### src/rtl/psodl_pkg.sv
/*
 * constants of the port six data latch: register indices, byte addresses,
 * reset values and bus encodings.
 * assumes a 32-bit axi4-lite slave whose address is decoded on its low 16 bits.
 */
package psodl_pkg;

   // ------------------------------------------------------------
   // widths
   // ------------------------------------------------------------
   localparam int PIN_W = 16;
   localparam int ADDR_W = 16;
   localparam int DATA_W = 32;
   localparam int NUM_REG = 3;

   // ------------------------------------------------------------
   // register indices (word index, byte address is four times this)
   // ------------------------------------------------------------
   localparam logic [31:0] IDX_DATA = 32'hFFFFF40C;
   localparam logic [31:0] IDX_DATA_HI = 32'hFFFFF40D;
   localparam logic [31:0] IDX_DIR = 32'hFFFFF42C;
   localparam logic [31:0] IDX_DIR_HI = 32'hFFFFF42D;
   localparam logic [31:0] IDX_FUNC = 32'hFFFFF44C;
   localparam logic [31:0] IDX_FUNC_HI = 32'hFFFFF44D;

   // ------------------------------------------------------------
   // byte addresses seen on the bus, slot 0 data, 1 direction, 2 function
   // ------------------------------------------------------------
   localparam logic [ADDR_W-1:0] REG_ADDR [NUM_REG] = '{
      {IDX_DATA[13:0], 2'b00}, {IDX_DIR[13:0], 2'b00}, {IDX_FUNC[13:0], 2'b00}};
   localparam logic [ADDR_W-1:0] REG_ADDR_HI [NUM_REG] = '{
      {IDX_DATA_HI[13:0], 2'b00}, {IDX_DIR_HI[13:0], 2'b00},
      {IDX_FUNC_HI[13:0], 2'b00}};
   localparam logic [PIN_W-1:0] REG_RST [NUM_REG] = '{16'h0000, 16'hFFFF, 16'h0000};
   localparam int SLOT_DATA = 0;
   localparam int SLOT_DIR = 1;
   localparam int SLOT_FUNC = 2;

   // ------------------------------------------------------------
   // strobe patterns and responses
   // ------------------------------------------------------------
   localparam logic [1:0] STRB_HALF = 2'h3;
   localparam logic [1:0] STRB_LOW = 2'h1;
   localparam logic [1:0] RESP_OKAY = 2'h0;
   localparam logic [1:0] RESP_SLVERR = 2'h2;

endpackage

### src/rtl/psodl_pin_sync.sv
/*
 * two-stage synchroniser for the external pin levels, one chain per bit.
 * assumes the pins are asynchronous to aclk; the first stage feeds only the second.
 */
`timescale 1ns/1ps

module psodl_pin_sync #(
   parameter int WIDTH = 16
) (
   // clock and reset
   input wire logic aclk,
   input wire logic aresetn,
   // levels
   input wire logic [WIDTH-1:0] async_in,
   output logic [WIDTH-1:0] sync_out
);

   // ------------------------------------------------------------
   // per-bit chains
   // ------------------------------------------------------------
   logic [WIDTH-1:0] stage_one;

   for (genvar b = 0; b < WIDTH; b++) begin : g_bit
      // stage one is read by stage two only, to contain metastability
      always_ff @(posedge aclk) begin
         if (!aresetn) begin
            stage_one[b] <= 1'b0;
            sync_out[b] <= 1'b0;
         end else begin
            stage_one[b] <= async_in[b];
            sync_out[b] <= stage_one[b];
         end
      end
   end

endmodule // psodl_pin_sync

### src/rtl/psodl_latch_top.sv
/*
 * port six output data latch with pin-level readback, direction and function
 * select, reached over axi4-lite.
 * assumes pins are asynchronous, alternate-function signals share aclk.
 */
// Register access over AXI4-Lite was left to the implementer.
// Functional notes
// RL1: one 16-bit register, write drives, read returns
// RL2: whole register takes full halfword access only
// RL3: high and low byte registers allow byte access
// RL4: whole and low byte share base address
// RL5: output pin level follows its data bit
// RL6: direction bit 0 output, 1 input, reset input
// RL7: function select picks port or alternate function
// RL8: read returns latch or pin, never alters latch
`timescale 1ns/1ps

module psodl_latch_top
   import psodl_pkg::*;
(
   // clock and reset
   input wire logic aclk,
   input wire logic aresetn,
   // axi4-lite write address and data
   input wire logic awvalid,
   output logic awready,
   input wire logic [ADDR_W-1:0] awaddr,
   input wire logic [2:0] awprot,
   input wire logic wvalid,
   output logic wready,
   input wire logic [DATA_W-1:0] wdata,
   input wire logic [3:0] wstrb,
   // axi4-lite write response
   output logic bvalid,
   input wire logic bready,
   output logic [1:0] bresp,
   // axi4-lite read
   input wire logic arvalid,
   output logic arready,
   input wire logic [ADDR_W-1:0] araddr,
   input wire logic [2:0] arprot,
   output logic rvalid,
   input wire logic rready,
   output logic [DATA_W-1:0] rdata,
   output logic [1:0] rresp,
   // pins
   input wire logic [PIN_W-1:0] pin_in,
   output logic [PIN_W-1:0] pin_out,
   output logic [PIN_W-1:0] pin_oe,
   // alternate peripheral functions
   input wire logic [PIN_W-1:0] alt_out,
   input wire logic [PIN_W-1:0] alt_oe
);

   // ------------------------------------------------------------
   // storage and held bus requests
   // ------------------------------------------------------------
   logic [PIN_W-1:0] regs [NUM_REG];
   logic [PIN_W-1:0] pin_level;
   logic aw_held;
   logic w_held;
   logic [ADDR_W-1:0] aw_addr;
   logic [PIN_W-1:0] w_data;
   logic [1:0] w_strb;
   logic do_wr;
   logic wr_ok;
   logic next_aw_held;
   logic next_w_held;
   logic next_bvalid;
   logic next_rvalid;
   logic [DATA_W-1:0] rd_word;
   logic rd_ok;
   logic [PIN_W-1:0] readback;

   psodl_pin_sync #(.WIDTH(PIN_W)) u_sync (
      .aclk(aclk),
      .aresetn(aresetn),
      .async_in(pin_in),
      .sync_out(pin_level)
   );

   // ------------------------------------------------------------
   // write channel handshake
   // ------------------------------------------------------------
   assign do_wr = aw_held && w_held && !bvalid;

   // address and data may arrive in either order, each is held until used
   always_comb begin
      next_aw_held = aw_held;
      next_w_held = w_held;
      next_bvalid = bvalid;
      if (awvalid && awready) next_aw_held = 1'b1;
      if (wvalid && wready) next_w_held = 1'b1;
      if (do_wr) begin
         next_aw_held = 1'b0;
         next_w_held = 1'b0;
         next_bvalid = 1'b1;
      end else if (bvalid && bready) begin
         next_bvalid = 1'b0;
      end
   end

   // held request and ready flags
   always_ff @(posedge aclk) begin
      if (!aresetn) begin
         aw_held <= 1'b0;
         w_held <= 1'b0;
         bvalid <= 1'b0;
         awready <= 1'b0;
         wready <= 1'b0;
      end else begin
         aw_held <= next_aw_held;
         w_held <= next_w_held;
         bvalid <= next_bvalid;
         // ready drops while a beat waits, so one write at a time
         awready <= !next_aw_held && !next_bvalid;
         wready <= !next_w_held && !next_bvalid;
      end
   end

   // payload capture
   always_ff @(posedge aclk) begin
      if (!aresetn) begin
         aw_addr <= '0;
         w_data <= '0;
         w_strb <= 2'h0;
      end else begin
         if (awvalid && awready) aw_addr <= awaddr;
         if (wvalid && wready) begin
            w_data <= wdata[PIN_W-1:0];
            w_strb <= wstrb[1:0];
         end
      end
   end

   // ------------------------------------------------------------
   // write decode
   // ------------------------------------------------------------
   // RL2 halfword or low byte
   always_comb begin
      wr_ok = 1'b0;
      for (int i = 0; i < NUM_REG; i++) begin
         if (aw_addr == REG_ADDR[i] && (w_strb == STRB_HALF || w_strb == STRB_LOW)) begin
            wr_ok = 1'b1;
         end else if (aw_addr == REG_ADDR_HI[i] && w_strb[0]) begin
            wr_ok = 1'b1;
         end
      end
   end

   // response code, refused strobes report slave error
   always_ff @(posedge aclk) begin
      if (!aresetn) begin
         bresp <= RESP_OKAY;
      end else if (do_wr) begin
         bresp <= wr_ok ? RESP_OKAY : RESP_SLVERR;
      end
   end

   // one writer per register slot
   for (genvar g = 0; g < NUM_REG; g++) begin : g_reg
      // RL3 byte lanes
      always_ff @(posedge aclk) begin
         if (!aresetn) begin
            regs[g] <= REG_RST[g];
         end else if (do_wr && aw_addr == REG_ADDR[g]) begin
            // RL4 shared base
            if (w_strb == STRB_HALF) begin
               regs[g] <= w_data;
            end else if (w_strb == STRB_LOW) begin
               regs[g][7:0] <= w_data[7:0];
            end
         end else if (do_wr && aw_addr == REG_ADDR_HI[g] && w_strb[0]) begin
            regs[g][15:8] <= w_data[7:0];
         end
      end
   end

   // ------------------------------------------------------------
   // read path
   // ------------------------------------------------------------
   // RL8 latch or pin
   assign readback = (regs[SLOT_DATA] & ~regs[SLOT_DIR]) | (pin_level & regs[SLOT_DIR]);

   // high-byte address reads return the upper half in the low lane, upper bits zero
   always_comb begin
      rd_word = '0;
      rd_ok = 1'b0;
      for (int i = 0; i < NUM_REG; i++) begin
         if (araddr == REG_ADDR[i]) begin
            rd_ok = 1'b1;
            rd_word = {16'h0000, (i == SLOT_DATA) ? readback : regs[i]};
         end else if (araddr == REG_ADDR_HI[i]) begin
            rd_ok = 1'b1;
            rd_word = {24'h000000, (i == SLOT_DATA) ? readback[15:8] : regs[i][15:8]};
         end
      end
   end

   assign next_rvalid = rvalid ? !rready : (arvalid && arready);

   // RL1 register read
   always_ff @(posedge aclk) begin
      if (!aresetn) begin
         rvalid <= 1'b0;
         arready <= 1'b0;
         rdata <= '0;
         rresp <= RESP_OKAY;
      end else begin
         rvalid <= next_rvalid;
         arready <= !next_rvalid;
         if (arvalid && arready) begin
            rdata <= rd_word;
            rresp <= rd_ok ? RESP_OKAY : RESP_SLVERR;
         end
      end
   end

   // ------------------------------------------------------------
   // pin drive
   // ------------------------------------------------------------
   // RL5 RL6 RL7 port or alternate
   always_ff @(posedge aclk) begin
      if (!aresetn) begin
         pin_out <= '0;
         pin_oe <= '0;
      end else begin
         pin_out <= (regs[SLOT_FUNC] & alt_out) | (~regs[SLOT_FUNC] & regs[SLOT_DATA]);
         pin_oe <= (regs[SLOT_FUNC] & alt_oe) | (~regs[SLOT_FUNC] & ~regs[SLOT_DIR]);
      end
   end
endmodule // psodl_latch_top

### config.mk
export PLATFORM = sky130hd
export DESIGN_NAME = psodl_latch_top
export DESIGN_NICKNAME = d
export VERILOG_FILES = /design/src/rtl/psodl_pkg.sv /design/src/rtl/psodl_pin_sync.sv /design/src/rtl/psodl_latch_top.sv
export SDC_FILE = /design/constraint.sdc
export NUM_CORES = 1
export LEC_CHECK = 0
export BUFFER_PORTS_ARGS = -buffer_cell sky130_fd_sc_hd__buf_2
export CAP_MARGIN = 5
export CORE_MARGIN = 2
export CORE_UTILIZATION = 41
export CTS_CLUSTER_SIZE = 20
export DETAILED_ROUTE_END_ITERATION = 10
export PLACE_DENSITY_LB_ADDON = 0.25
export SYNTH_ARGS = -nofsm -noshare
export SYNTH_HDL_FRONTEND = slang
export SYNTH_HIERARCHICAL = 1
export SYNTH_SLANG_ARGS = --single-unit
### constraint.sdc
create_clock -name aclk -period 2.6 [get_ports aclk]
set_input_delay 0.26 -clock aclk [delete_from_list [all_inputs] [get_ports aclk]]
set_output_delay 0.26 -clock aclk [all_outputs]
set_load 0.02 [all_outputs]
==> summary.md <==
| Metric | Value |
|---|---|
| Num CTS Buffers | `17` |
| Post-CTS setup buffers | `0` |
| Min Tclk post-route | `2.168 ns` |
| Predominant post-synthesis flop cell | `dfxtp_1` |
| Largest net degree at the start of global routing | `35` |
| Setup TNS | `0 ns` |
| CP top delay family | `simple AND/OR/NAND/NOR gates` |
| FP Rows | `48` |
| IO Pins | `202` |
| Critical Path Sink | `regs[1][13]` |
| Worst Reg-to-Reg Cells | `6` |
| RD Place Congestion | `0.9016` |
| Worst r2r src | `w_held` |
| First-pass GRT wire length | `28750 um` |
| Async SR Flop Fraction | `0%` |
| Final period utilization | `83.39%` |
| Worst slew margin | `50.11%` |
| Later-pin clock latency in the skew report | `0.43 ns` |
| Die area | `18560 um^2` |
| Post-route DRC | `0` |
| Cells along the critical path | `and3b_1, nand4_1, nor2_1, nand2_1, o21ai_0, buf_4` |
| Share of cells above drive strength 1 | `29.46%` |
| Sw Ratio | `24.37%` |
| Resized Gates After CTS | `0` |
| Power share of the clock group | `40.8%` |
| Sw Pwr | `0.001412 W` |
| PD cells | `670.6 nW/um^2` |
| HP Class | `in -> reg` |
| Unrepaired setup endpoints after global routing | `false` |
| Root Driver | `clkbuf_16` |
| ANT cells | `0` |
| Total global routing overflow | `0` |
| Final core area utilization | `50.28%` |
| Number of global-route vias before repair | `5226` |
| Sequential Power Share | `50.5%` |
| Initial Util | `41.74%` |
| Worst Setup End Kind | `flip-flop` |
| Cell Area, Synth | `7169 um^2` |
| Peak Freq | `0.4612 GHz` |
| IO buf count | `159` |
| Hpwl dp | `13820 um` |
| CTS H-tree lvls | `4` |
| Critical Path Fanout Max | `18` |
| Routed vias | `5655` |
| Max-slew violations | `0` |
| Max Cap Viol | `0` |
| Nets | `1002` |
| CP arrival | `2.30 ns` |
| Worst-margin pin slew | `0.7386 ns` |
| Setup violators final | `0` |
| Initial drt markers | `421` |
| Die Span X | `136.2 um` |
| CTS Buffer Depth | `2` |
| Run status | `finished clean` |
| WP data required | `2.73 ns` |
| P_int | `0.004380 W` |
| Peak supply drop | `0.0005408 V` |
| Worst R2R Setup Slack | `0.43 ns` |
| Wire per inst | `16.93 um` |
| Comb power frac | `8.7%` |
| Routed Antenna Nets | `0` |
| Cells after Synth | `724` |
| Via density | `5.090` |
| Worst Setup SP | `w_held` |
| CTS Hold Bufs | `0` |
| Crit path buf inv count | `1` |
| DR pass1 iterations | `5` |
| Max stage delay on crit path | `0.38 ns` |
| Final hold vios | `0` |
| Clock slew seen by the registers of the worst setup and hold paths | `0.06 ns` |
| Clock Sinks | `171` |
| CTS tree | `yes` |
| Core box area | `17180 um^2` |
| Initial antenna violation count | `1` |
| Final Skew | `0.006641 ns` |
| Worst R2R End | `regs[1][13]` |
| GRT Total Usage | `20.62%` |
| Area delta synth->final | `20.45%` |
| Post-synthesis average cell area | `9.902 um^2` |
| Cell variety after synth | `47` |
| Post-synthesis sequential area ratio | `54.45%` |
| Type of element launching the critical path | `flip-flop` |
| Total Wirelength | `18810 um` |
| Synth warn | `6` |
| Synthesis-stage register bit count | `171` |
| WP depth | `6` |
| EDFF count, synth | `48` |
| Leak | `3.502 nW` |
| Overall die height | `136.2 um` |
| Worst Setup Path Type | `reg -> reg` |
| CP max stage cell | `dfxtp_1` |
-- routing by layer --
metal	share of wire, %	track usage, %	wire length, um
met1	45	28.50	8427
met2	46	31.85	8618
met3	7.7	4.288	1440
met4	1.6	7.697	309
met5	0.058	0	11
-- logic make-up after synthesis --
kind of cell / count (synthesis) / synth area share (%)
DFF: 171 / 54.45
other: 1 / 0.05231
and+or+nand+nor: 293 / 21.47
muxes: 33 / 4.747
buffers and inverters: 64 / 4.747
AOI/OAI and AO/OA: 162 / 14.54
-- synth_stat cells (all sizes together), types with 2 or more instances --
cell type	number	area (um^2)
a31oi	2	12.51
inv	4	15.01
nand3b	10	87.58
nor3b	2	26.28
nor3	8	72.57
nand2b	3	18.77
mux2	8	90.09
nand2	102	385.4
a21oi	72	360.4
nand4	2	18.77
mux2i	25	250.2
o31ai	9	67.56
edfxtp	48	1441
nor2b	10	62.56
and3	8	50.05
clkbuf	29	112.6
and4bb	3	37.53
o21ai	29	145.1
nor2	69	259.0
and2	45	321.6
dfxtp	123	2462
a221oi	16	140.1
and3b	2	17.52
nand3	16	80.08
buf	31	212.7
or3	9	56.30
o32a	8	80.08
a211oi	25	227.7
-- sequential cells by signal, indices dropped and copies added (netlist names), 2 cells and up --
register,count
w_strb,2
regs,48
pin_out,16
rdata,16
u_sync/sync_out,16
aw_addr,16
pin_oe,16
u_sync/stage_one,16
w_data,16
-- cell usage in the layout (no fill, tap or decap), drive strengths merged, types with 3 or more instances in the layout --
cell and instances:
buf 173, clkinv 5, nand3 16, mux2i 25
dfxtp 123, and4bb 3, a211oi 25, clkbuf 21
o31ai 9, and3 8, nand3b 10, or3 9
inv 6, nand2 102, and2 45, o32a 8
a21oi 72, a221oi 16, clkinvlp 3, nor2b 10
nand2b 3, nor3 8, o21ai 29, conb 18
edfxtp 48, nor2 69, mux2 8
-- worst min path at each step --
stage	start	end	cells after the start
floorplan	awaddr[10]	aw_addr[10]	2
global placement	u_sync/stage_one[0]	u_sync/sync_out[0]	1
detailed placement	u_sync/stage_one[0]	u_sync/sync_out[0]	1
CTS	pin_in[12]	u_sync/stage_one[12]	2
global route	pin_in[13]	u_sync/stage_one[13]	2
finish	pin_in[12]	u_sync/stage_one[12]	2
-- cell type report --
cell class | count | area (um^2)
Timing Repair Buffer | 173 | 900.9
Clock buffer | 21 | 450.4
Inverter | 4 | 15.01
Clock inverter | 11 | 95.09
Sequential cell | 171 | 3904
Multi-Input combinational cell | 506 | 2989
Fill cell | 1669 | 8541
Tap cell | 225 | 281.5
-- stage by stage --
stage | cells | setup WS, ns | total power (W) | instance area [um^2] | hold slack [ns]
2_1_floorplan | 741 | 0.3295 | 0.003288 | 7233 | 0.3960
3_3_place_gp | 1079 | 0.4837 | 0.003480 | 8090 | 0.4275
3_5_place_dp | 1079 | 0.4431 | 0.003487 | 8090 | 0.4292
4_1_cts | 1111 | 0.4197 | 0.005841 | 8636 | 0.03419
5_1_grt | 1111 | 0.1712 | 0.005996 | 8636 | 0.04037
6_report | 1111 | 0.4320 | 0.005792 | 8636 | 0.04700
-- power groups by stage --
| stage | Clock, W | Combinational [W] | Sequential [W] |
|---|---|---|---|
| floorplan | 0 | 0.000284 | 0.00300 |
| global placement | 0 | 0.000501 | 0.00298 |
| detailed placement | 0 | 0.000506 | 0.00298 |
| CTS | 0.00241 | 0.000508 | 0.00292 |
| global route | 0.00251 | 0.000557 | 0.00293 |
| finish | 0.00236 | 0.000505 | 0.00292 |
(Power assumes the default switching activity.)
